File: config.mk
export PLATFORM = sky130hd
export DESIGN_NAME = ddr3_command_decoder
export DESIGN_NICKNAME = d
export VERILOG_FILES = /design/src/verilog/ddr3_cmd_pkg.sv /design/src/verilog/ddr3_command_decoder.sv
export SDC_FILE = /design/constraint.sdc
export NUM_CORES = 1
export LEC_CHECK = 0
export BUFFER_PORTS_ARGS = -buffer_cell sky130_fd_sc_hd__buf_2
export CAP_MARGIN = 10
export CORE_UTILIZATION = 35
export DETAILED_ROUTE_END_ITERATION = 8
export GPL_TIMING_DRIVEN = 1
export PLACE_DENSITY = 0.56
export SKIP_LAST_GASP = 1
export SYNTH_ARGS = -nofsm -noshare
export SYNTH_HDL_FRONTEND = slang
export SYNTH_HIERARCHICAL = 1
export SYNTH_SLANG_ARGS = --single-unit
File: constraint.sdc
create_clock -name sys_clk -period 5.45 [get_ports sys_clk]
set_input_delay 0.545 -clock sys_clk [delete_from_list [all_inputs] [get_ports sys_clk]]
set_output_delay 0.545 -clock sys_clk [all_outputs]
set_load 0.05 [all_outputs]
File: src/verilog/ddr3_cmd_pkg.sv
// constants and types shared by the command decoder and its beat buffer
package ddr3_cmd_pkg;
    localparam int NUM_BANKS = 8;
    localparam int BA_W      = 3;
    localparam int ROW_W     = 13;
    localparam int COL_W     = 10;
    localparam int DQ_W      = 16;
    localparam int DM_W      = 2;
    localparam int MR_CNT    = 4;
    localparam int MR_SEL_W  = 2;
    localparam int FIFO_DEPTH = 16;
    localparam int BEAT_W    = BA_W + ROW_W + COL_W + DM_W + DQ_W;
    localparam int IN_W      = 6 + BA_W + ROW_W + DM_W + DQ_W;
    // address bit positions on column commands
    localparam int AP_BIT    = 10;
    localparam int BC_BIT    = 12;
    // mode register 0 field positions
    localparam int MR_BL_LSB = 0;
    localparam int MR_BT_BIT = 3;
    localparam logic [1:0] BL_FIXED8 = 2'h0;
    localparam logic [1:0] BL_OTF    = 2'h1;
    localparam logic [1:0] BL_FIXED4 = 2'h2;
    localparam logic [3:0] BEATS_BL8 = 4'h8;
    localparam logic [3:0] BEATS_BC4 = 4'h4;
    localparam logic [ROW_W-1:0] MR_RESET = 13'h0000;
    // {ras_n, cas_n, we_n} with cs_n low
    localparam logic [2:0] OP_MRS = 3'h0;
    localparam logic [2:0] OP_REF = 3'h1;
    localparam logic [2:0] OP_PRE = 3'h2;
    localparam logic [2:0] OP_ACT = 3'h3;
    localparam logic [2:0] OP_WR  = 3'h4;
    localparam logic [2:0] OP_RD  = 3'h5;
    localparam logic [2:0] OP_ZQ  = 3'h6;
    localparam logic [2:0] OP_NOP = 3'h7;

    typedef enum logic [1:0] {
        PWR_ACTIVE, PWR_DOWN, PWR_SELF_REFRESH
    } pwr_t;

    typedef enum logic [3:0] {
        CMD_NONE, CMD_ACT, CMD_PRE, CMD_PREA, CMD_WR, CMD_RD, CMD_MRS,
        CMD_REF, CMD_SRE, CMD_SRX, CMD_PDE, CMD_PDX, CMD_ZQL, CMD_ZQS
    } cmd_t;
endpackage

File: src/verilog/ddr3_command_decoder.sv
// command decoder, bank tracker, burst engine and write beat buffer
// What this block does
// - eight banks, each tracks one open row
// - activate opens row from address on an idle bank
// - precharge closes one bank, or all when a10 is high
// - write with both cke high starts a burst on an open bank
// - read with both cke high starts a burst on an open bank
// - column address of the command is the first burst column
// - a10 high on read or write closes the bank after the burst
// - on-the-fly mode: a12 low chops to four beats, else ignored
// - eight or four beats follow programmed sequential or interleave order
// - one beat per half link clock, four clocks per eight-beat access, two when chopped to four
// - mode register set while idle, bank address picks the register
// - inputs that a command does not use are ignored
// - refresh, self-refresh entry with cke low, exit on cke rise
// - cke falling with nop or deselect enters power-down
// - cke rising with nop or deselect leaves power-down or self-refresh
// - commands decode from current and previous cke samples
// - idle or active checks for activate, read and write use the addressed bank
// - write data masked where its mask pin is high
// - each mask pin gates only its own byte lane
`timescale 1ns/1ps

module beat_fifo #(
    parameter int WIDTH = ddr3_cmd_pkg::BEAT_W,
    parameter int DEPTH = ddr3_cmd_pkg::FIFO_DEPTH
) (
    input  wire logic             sys_clk,
    input  wire logic             nrst,
    input  wire logic             in_valid,
    output logic                  in_ready,
    input  wire logic [WIDTH-1:0] in_data,
    output logic                  out_valid,
    input  wire logic             out_ready,
    output logic      [WIDTH-1:0] out_data
);
    localparam int AW = $clog2(DEPTH);
    localparam int CW = $clog2(DEPTH + 1);
    typedef struct packed {
        logic [AW-1:0] wp;
        logic [AW-1:0] rp;
        logic [CW-1:0] cnt;
        logic          in_ready;
        logic          out_valid;
    } fst_t;
    localparam fst_t F_RST = '{wp: '0, rp: '0, cnt: '0,
                               in_ready: 1'b1, out_valid: 1'b0};
    fst_t             f;
    fst_t             next_f;
    logic [WIDTH-1:0] mem [DEPTH];
    logic             push;
    logic             pop;

    assign push = in_valid && f.in_ready;
    assign pop  = f.out_valid && out_ready;

    always_comb begin
        next_f = f;
        if (push) begin
            next_f.wp = (f.wp == AW'(DEPTH - 1)) ? '0 : f.wp + 1'b1;
        end
        if (pop) begin
            next_f.rp = (f.rp == AW'(DEPTH - 1)) ? '0 : f.rp + 1'b1;
        end
        next_f.cnt = f.cnt + CW'(push) - CW'(pop);
        next_f.in_ready = next_f.cnt != CW'(DEPTH);
        next_f.out_valid = next_f.cnt != '0;
    end

    always_ff @(posedge sys_clk or negedge nrst) begin
        if (!nrst) begin
            f <= F_RST;
        end else begin
            f <= next_f;
        end
    end

    always_ff @(posedge sys_clk) begin
        if (push) begin
            mem[f.wp] <= in_data;
        end
    end

    assign in_ready  = f.in_ready;
    assign out_valid = f.out_valid;
    assign out_data  = mem[f.rp];
endmodule

module ddr3_command_decoder (
    input  wire logic          sys_clk,
    input  wire logic          nrst,
    input  wire logic          ck,
    input  wire logic          cke,
    input  wire logic          cs_n,
    input  wire logic          ras_n,
    input  wire logic          cas_n,
    input  wire logic          we_n,
    input  wire logic [2:0]    ba,
    input  wire logic [12:0]   addr,
    input  wire logic [1:0]    dm,
    input  wire logic [15:0]   dq_in,
    output logic      [15:0]   dq_out,
    output logic               dq_oe,
    input  wire logic [15:0]   rd_data,
    output logic               rd_beat,
    output logic      [2:0]    beat_bank,
    output logic      [12:0]   beat_row,
    output logic      [9:0]    beat_col,
    output logic               cmd_stb,
    output ddr3_cmd_pkg::cmd_t cmd_kind,
    output logic               cmd_err,
    output logic      [7:0]    bank_open,
    output ddr3_cmd_pkg::pwr_t pwr_state,
    output logic               wr_valid,
    input  wire logic          wr_ready,
    output logic      [2:0]    wr_bank,
    output logic      [12:0]   wr_row,
    output logic      [9:0]    wr_col,
    output logic      [1:0]    wr_be,
    output logic      [15:0]   wr_data,
    output logic               wr_overrun,
    output logic               buf_ready
);
    typedef struct packed {
        logic [ddr3_cmd_pkg::IN_W-1:0] s1;
        logic [ddr3_cmd_pkg::IN_W-1:0] s2;
        logic                          ck_d;
        logic                          cke_prev;
        ddr3_cmd_pkg::pwr_t            pwr;
        logic [7:0]                    row_open;
        logic [7:0][12:0]              row;
        logic [3:0][12:0]              mr;
        logic                          bact;
        logic                          brd;
        logic                          bap;
        logic [2:0]                    bbank;
        logic [9:0]                    bcol;
        logic [3:0]                    beat;
        logic [3:0]                    blen;
        ddr3_cmd_pkg::cmd_t            kind;
        logic                          stb;
        logic                          err;
        logic                          rd_beat;
        logic [2:0]                    obank;
        logic [12:0]                   orow;
        logic [9:0]                    ocol;
        logic [15:0]                   dq_out;
        logic                          dq_oe;
        logic                          push;
        logic [1:0]                    wbe;
        logic [15:0]                   wdata;
        logic                          overrun;
    } st_t;

    st_t         s;
    st_t         next_s;
    logic        ck_s;
    logic        cke_s;
    logic        cs_s_n;
    logic        ras_s_n;
    logic        cas_s_n;
    logic        we_s_n;
    logic [2:0]  ba_s;
    logic [12:0] addr_s;
    logic [1:0]  dm_s;
    logic [15:0] dq_s;
    logic [2:0]  op;
    logic        rise;
    logic        fall;
    logic        edg;
    logic        nop_des;
    logic        all_idle;
    logic        cmd_ok;
    logic        a10;
    logic        fifo_ready;
    logic [ddr3_cmd_pkg::BEAT_W-1:0] fifo_out;

    assign {ck_s, cke_s, cs_s_n, ras_s_n, cas_s_n, we_s_n,
            ba_s, addr_s, dm_s, dq_s} = s.s2;
    assign op       = {ras_s_n, cas_s_n, we_s_n};
    assign rise     = ck_s && !s.ck_d;
    assign fall     = !ck_s && s.ck_d;
    assign edg      = rise || fall;
    assign nop_des  = cs_s_n || (op == ddr3_cmd_pkg::OP_NOP);
    assign all_idle = (s.row_open == '0) && !s.bact;
    assign a10      = addr_s[ddr3_cmd_pkg::AP_BIT];
    assign cmd_ok   = rise && (s.pwr == ddr3_cmd_pkg::PWR_ACTIVE)
                      && s.cke_prev && cke_s && !cs_s_n;

    // column of beat i: nibble wrap for sequential, xor for interleave
    function automatic logic [9:0] burst_col(input logic [9:0] st,
                                             input logic [3:0] i,
                                             input logic       il);
        logic [2:0] o;
        o = il ? (st[2:0] ^ i[2:0])
               : {st[2] ^ i[2], st[1:0] + i[1:0]};
        return {st[9:3], o};
    endfunction

    always_comb begin
        ddr3_cmd_pkg::cmd_t k;
        logic               otf;
        k = ddr3_cmd_pkg::CMD_NONE;
        otf = s.mr[0][ddr3_cmd_pkg::MR_BL_LSB +: 2] == ddr3_cmd_pkg::BL_OTF;
        next_s = s;
        next_s.s1 = {ck, cke, cs_n, ras_n, cas_n, we_n, ba, addr, dm, dq_in};
        next_s.s2 = s.s1;
        next_s.ck_d = ck_s;
        next_s.stb = 1'b0;
        next_s.err = 1'b0;
        next_s.rd_beat = 1'b0;
        next_s.push = 1'b0;
        if (s.push && !fifo_ready) begin
            next_s.overrun = 1'b1;
        end
        // one beat on every half link clock
        if (edg && s.bact) begin
            next_s.obank = s.bbank;
            next_s.orow = s.row[s.bbank];
            next_s.ocol = burst_col(s.bcol, s.beat,
                                    s.mr[0][ddr3_cmd_pkg::MR_BT_BIT]);
            if (s.brd) begin
                next_s.rd_beat = 1'b1;
                next_s.dq_out = rd_data;
                next_s.dq_oe = 1'b1;
            end else begin
                next_s.push = 1'b1;
                next_s.dq_oe = 1'b0;
                next_s.wbe = ~dm_s;
                next_s.wdata = {dm_s[1] ? 8'h00 : dq_s[15:8],
                                dm_s[0] ? 8'h00 : dq_s[7:0]};
            end
            next_s.beat = s.beat + 4'h1;
            if (s.beat == s.blen - 4'h1) begin
                next_s.bact = 1'b0;
                if (s.bap) begin
                    next_s.row_open[s.bbank] = 1'b0;
                end
            end
        end else if (edg) begin
            next_s.dq_oe = 1'b0;
        end
        if (rise) begin
            next_s.cke_prev = cke_s;
            unique case (s.pwr)
                ddr3_cmd_pkg::PWR_ACTIVE: begin
                    if (s.cke_prev && !cke_s) begin
                        if (!cs_s_n && op == ddr3_cmd_pkg::OP_REF
                            && all_idle) begin
                            next_s.pwr = ddr3_cmd_pkg::PWR_SELF_REFRESH;
                            k = ddr3_cmd_pkg::CMD_SRE;
                        end else if (nop_des) begin
                            next_s.pwr = ddr3_cmd_pkg::PWR_DOWN;
                            k = ddr3_cmd_pkg::CMD_PDE;
                        end else begin
                            next_s.err = 1'b1;
                        end
                    end else if (cmd_ok) begin
                        unique case (op)
                            ddr3_cmd_pkg::OP_ACT: begin
                                if (!s.row_open[ba_s]) begin
                                    next_s.row_open[ba_s] = 1'b1;
                                    next_s.row[ba_s] = addr_s;
                                    k = ddr3_cmd_pkg::CMD_ACT;
                                end else begin
                                    next_s.err = 1'b1;
                                end
                            end
                            ddr3_cmd_pkg::OP_PRE: begin
                                if (a10) begin
                                    next_s.row_open = '0;
                                    k = ddr3_cmd_pkg::CMD_PREA;
                                end else begin
                                    next_s.row_open[ba_s] = 1'b0;
                                    k = ddr3_cmd_pkg::CMD_PRE;
                                end
                            end
                            ddr3_cmd_pkg::OP_WR, ddr3_cmd_pkg::OP_RD: begin
                                if (s.row_open[ba_s]) begin
                                    if (s.bact && s.bap) begin
                                        next_s.row_open[s.bbank] = 1'b0;
                                    end
                                    next_s.bact = 1'b1;
                                    next_s.brd = op == ddr3_cmd_pkg::OP_RD;
                                    next_s.bap = a10;
                                    next_s.bbank = ba_s;
                                    next_s.bcol = addr_s[9:0];
                                    next_s.beat = 4'h0;
                                    next_s.blen = ((otf
                                        && !addr_s[ddr3_cmd_pkg::BC_BIT])
                                        || (!otf && s.mr[0][1:0]
                                        == ddr3_cmd_pkg::BL_FIXED4))
                                        ? ddr3_cmd_pkg::BEATS_BC4
                                        : ddr3_cmd_pkg::BEATS_BL8;
                                    k = next_s.brd ? ddr3_cmd_pkg::CMD_RD
                                                   : ddr3_cmd_pkg::CMD_WR;
                                end else begin
                                    next_s.err = 1'b1;
                                end
                            end
                            ddr3_cmd_pkg::OP_MRS: begin
                                if (all_idle && !ba_s[2]) begin
                                    next_s.mr[ba_s[1:0]] = addr_s;
                                    k = ddr3_cmd_pkg::CMD_MRS;
                                end else begin
                                    next_s.err = 1'b1;
                                end
                            end
                            ddr3_cmd_pkg::OP_REF: begin
                                if (all_idle) begin
                                    k = ddr3_cmd_pkg::CMD_REF;
                                end else begin
                                    next_s.err = 1'b1;
                                end
                            end
                            ddr3_cmd_pkg::OP_ZQ: begin
                                if (all_idle) begin
                                    k = a10 ? ddr3_cmd_pkg::CMD_ZQL
                                            : ddr3_cmd_pkg::CMD_ZQS;
                                end else begin
                                    next_s.err = 1'b1;
                                end
                            end
                            ddr3_cmd_pkg::OP_NOP: begin
                                k = ddr3_cmd_pkg::CMD_NONE;
                            end
                        endcase
                    end
                end
                ddr3_cmd_pkg::PWR_DOWN,
                ddr3_cmd_pkg::PWR_SELF_REFRESH: begin
                    if (!s.cke_prev && cke_s && nop_des) begin
                        next_s.pwr = ddr3_cmd_pkg::PWR_ACTIVE;
                        k = (s.pwr == ddr3_cmd_pkg::PWR_DOWN)
                            ? ddr3_cmd_pkg::CMD_PDX
                            : ddr3_cmd_pkg::CMD_SRX;
                    end
                end
                default: begin
                    next_s.pwr = ddr3_cmd_pkg::PWR_ACTIVE;
                end
            endcase
        end
        if (k != ddr3_cmd_pkg::CMD_NONE) begin
            next_s.kind = k;
            next_s.stb = 1'b1;
        end
    end

    always_ff @(posedge sys_clk or negedge nrst) begin
        if (!nrst) begin
            s <= '0;
        end else begin
            s <= next_s;
        end
    end

    beat_fifo #(
        .WIDTH (ddr3_cmd_pkg::BEAT_W),
        .DEPTH (ddr3_cmd_pkg::FIFO_DEPTH)
    ) u_fifo (
        .sys_clk   (sys_clk),
        .nrst      (nrst),
        .in_valid  (s.push),
        .in_ready  (fifo_ready),
        .in_data   ({s.obank, s.orow, s.ocol, s.wbe, s.wdata}),
        .out_valid (wr_valid),
        .out_ready (wr_ready),
        .out_data  (fifo_out)
    );

    assign {wr_bank, wr_row, wr_col, wr_be, wr_data} = fifo_out;
    assign buf_ready  = fifo_ready;
    assign wr_overrun = s.overrun;
    assign dq_out     = s.dq_out;
    assign dq_oe      = s.dq_oe;
    assign rd_beat    = s.rd_beat;
    assign beat_bank  = s.obank;
    assign beat_row   = s.orow;
    assign beat_col   = s.ocol;
    assign cmd_stb    = s.stb;
    assign cmd_kind   = s.kind;
    assign cmd_err    = s.err;
    assign bank_open  = s.row_open;
    assign pwr_state  = s.pwr;
endmodule

==> results.py <==
metrics = {
    "detailed_routing": {
        "drc": 0,
        "drtAntennaViolNets": 0,
        "vias_per_cell": 5.11,
        "firstDrtPassIters": 7,
        "wl_per_cell_um": 23.9,
        "via_count": 20050,
        "dr.first_iter.drc_count": 1243,
        "wirelength_um": 93700,
    },
    "worst_setup_path": {
        "start_kind": "flip-flop",
        "cp.depth": 5,
        "cp_slowest_cell": "dfrtp_4",
        "r2r-start": "ba_s[2]$_DFF_PN0_",
        "reg2reg_depth": 6,
        "crit_buf_inv": 2,
        "critPathMaxStageDelay_ns": 0.99,
        "crit_required_ns": 4.91,
        "cp_max_fo": 44,
        "worstPathArrival_ns": 3.52,
        "r2r_slack_ns": 2.07,
        "critPathTopFamily": "flip-flops",
        "startpoint": "u_fifo/f[7]$_DFFE_PN0P_",
        "end_kind": "output port",
        "crit_type": "reg2out",
        "endpoint": "wr_data[5]",
        "crit_chain": "buf_4 -> mux4_2 -> a22oi_1 -> nand2_1 -> buf_2",
    },
    "sta": {
        "grt_setup_unrepaired": "no",
        "clock_skew_ns": 0.0216,
        "slew_violations": 0,
        "finalHoldViolCount": 0,
        "holdWs_ns": 0.0921,
        "tns_ns": 0,
        "relSlewSlack_pct": 24.1,
        "finalCritPeriodShare_pct": 74.6,
        "finalSetupViolations": 0,
        "fmax_mhz": 246,
        "worstMarginPinSlew_ns": 1.14,
        "period_needed_ns": 4.06,
    },
    "synthesis": {
        "syn-num-nets": 2222,
        "post_synth_inst_count": 2146,
        "syn_area_um2": 39300,
        "synth_edf_count": 704,
        "synth_mux_area_share_pct": 15.0,
        "synth_ff_type": "edfxtp_1",
        "synth-simple-area-share_pct": 4.14,
        "synth-seq-cells": 1010,
        "synth_seq_area_share_pct": 73.3,
        "yosys_warnings": 6,
        "synth_compound_area_share_pct": 3.99,
        "ys_types": 61,
        "synth_xor_area_share_pct": 0.290,
        "synth_top_family_by_area": "multiplexers",
        "postSynthAreaPerCell_um2": 18.3,
        "async_flop_share_pct": 30.3,
        "synthAdderAreaFrac_pct": 0.561,
    },
    "cells_and_area": {
        "drive_gt1_share_pct": 29.7,
        "finish.net_count": 2418,
        "utilization_pct": 41.0,
        "n_fill_cell": 9871,
        "area_delta_synth_final_pct": 15.8,
    },
    "grt": {
        "grt_pass1_vias": 21539,
        "grt_pass1_wl_um": 140000,
        "grt_usage_pct": 16.8,
        "antenna_found_initial": 2,
        "grt_max_degree": 132,
        "grt.overflow.total": 0,
    },
    "status": {
        "status": "finished clean",
    },
    "placement": {
        "gp_congestion": 0.806,
        "portBuffers": 165,
        "dp_hpwl_um": 52900,
    },
    "clock_tree": {
        "insertion_delay_ns": 0.69,
        "cts-root-buf": "clkbuf_16",
        "numCtsBuffers": 109,
        "cts_tree": "done",
        "cts_num_sinks": 1010,
        "clk_path_buf_depth": 3,
        "htreeDepth": 3,
        "cts_setup_buffers": 0,
        "clk_pin_slew_ns": 0.07,
    },
    "floorplanning": {
        "core_area_um2": 111000,
        "pin_count": 166,
        "std_cell_rows": 122,
        "dieWidth_um": 337,
        "dieHeight_um": 337,
        "start_util_pct": 35.4,
        "design.die.area_um2": 114000,
    },
    "run": {
        "drv_cap": 0,
    },
    "worst_hold_path": {
        "hp-class": "in2reg",
    },
    "power": {
        "ir_worst_vdd_mv": 0.298,
        "p_leak_nw": 15.0,
        "p_per_area_nw_per_um2": 438,
    },
}
worst min path at each step:
stage                                startpoint                    endpoint  slack [ns]  depth (start not counted)
after global placement    next_s[301]$_DFF_PN0_              ck_s$_DFF_PN0_        0.33                          0
after floorplan                            nrst  asynchronous set/reset pin        0.25                          0
final                                rd_data[3]       dq_out[3]$_DFFE_PN0P_        0.09                          2
after CTS                            rd_data[3]       dq_out[3]$_DFFE_PN0P_        0.03                          2
after global routing                 rd_data[3]       dq_out[3]$_DFFE_PN0P_        0.06                          2
after detailed placement  next_s[281]$_DFF_PN0_         addr_s[1]$_DFF_PN0_        0.33                          0
layout make-up:
| type | count | area (um2) | share of cell area (%) |
|---|---|---|---|
| multi-input cells | 951 | 9490 | 20.9 |
| diodes | 1 | 2.50 | 0.00550 |
| well taps | 1488 | 1860 | 4.09 |
| inverters | 19 | 71.3 | 0.157 |
| flip-flops and latches | 1010 | 28800 | 63.4 |
| repair buffers | 251 | 1620 | 3.57 |
| clock buffers | 142 | 2940 | 6.48 |
| clock inverters | 65 | 672 | 1.48 |
cell usage in the layout, fill, tap and decap left out, types with 12 or more instances in the layout:
cell type and n:
mux2i_1 17, buf_2 164, mux4_2 184, dfrtp_1 303, buf_4 42, inv_1 18
a21oi_1 28, o21ai_0 51, nor2_1 33, nand3_1 14, ha_1 16, clkinv_1 18
nand2b_1 29, edfxtp_1 704, and2_2 12, clkbuf_1 26, clkinv_2 24, a22oi_1 103
nand2_1 190, dlygate4sd3_1 41, mux2_2 139, clkbuf_16 111
power breakdown:
group / switching [mW] / internal [mW] / total (mW) / leakage [nW]
registers: 0.289 / 8.27 / 8.56 / 8.90
clock network: 3.04 / 4.34 / 7.39 / 1.77
logic: 2.70 / 1.25 / 3.95 / 4.34
Yosys cell counts, types with 3 or more instances:
cell / count / area, um2
edfxtp_1: 704 / 21100
dfrtp_1: 305 / 7630
nand2_1: 190 / 713
mux4_2: 184 / 4140
mux2_2: 139 / 1570
a22oi_1: 103 / 773
buf_4: 61 / 458
clkbuf_1: 57 / 214
o21ai_0: 51 / 255
nor2_1: 34 / 128
nand2b_1: 29 / 181
a21oi_1: 28 / 140
buf_2: 28 / 140
inv_1: 18 / 67.6
mux2i_1: 17 / 170
and2_1: 16 / 100
ha_1: 16 / 200
nand3_1: 14 / 70.1
nor2b_1: 14 / 87.6
buf_6: 11 / 124
a31oi_1: 10 / 62.6
nor3_1: 10 / 50.1
and3_1: 9 / 56.3
a22o_1: 8 / 70.1
xnor2_1: 8 / 70.1
a21o_1: 7 / 52.6
buf_1: 7 / 26.3
nand3b_1: 6 / 45.0
xor2_1: 5 / 43.8
nand4_1: 4 / 25.0
o22ai_1: 4 / 25.0
or4_1: 4 / 30.0
a221oi_1: 3 / 26.3
a32o_1: 3 / 30.0
and3b_1: 3 / 26.3
o31ai_1: 3 / 22.5
or3_1: 3 / 18.8
stage by stage:
| step | cells | cell area [um2] | setup slack (ns) | power (mW) |
|---|---|---|---|---|
| after floorplan | 2146 | 39300 | 2.74 | 11.6 |
| after global placement | 3678 | 41400 | 1.99 | 12.7 |
| after detailed placement | 3678 | 41400 | 2.00 | 12.7 |
| after CTS | 3926 | 45500 | 1.24 | 20.2 |
| after global routing | 3926 | 45500 | 1.08 | 20.7 |
| final | 3927 | 45500 | 1.39 | 19.9 |
kinds of logic (layout without fill, tap and decap cells):
| kind of cell | count (synthesis) | count (layout) |
|---|---|---|
| DFF | 1010 | 1010 |
| AOI/OAI and AO/OA | 233 | 233 |
| xor gates and xnor gates | 13 | 13 |
| muxes | 342 | 342 |
| other | 0 | 1 |
| adders and majority gates | 17 | 17 |
| and+or+nand+nor | 346 | 346 |
| buffers and inverters | 185 | 477 |
routing by layer:
| layer | global-route usage [%] | vias up | wire [um] |
|---|---|---|---|
| met5 | 0 | - | 0 |
| met4 | 5.39 | 0 | 2460 |
| met3 | 2.71 | 153 | 4020 |
| met2 | 28.9 | 460 | 47500 |
| met1 | 21.6 | 10722 | 39700 |
| li1 | - | 8715 | - |
repair_timing:
item,4_1_cts,5_1_grt
resized for setup,0,0
endpoints found under the hold margin,128,0
hold buffers,41,0
(Power assumes the default switching activity.)
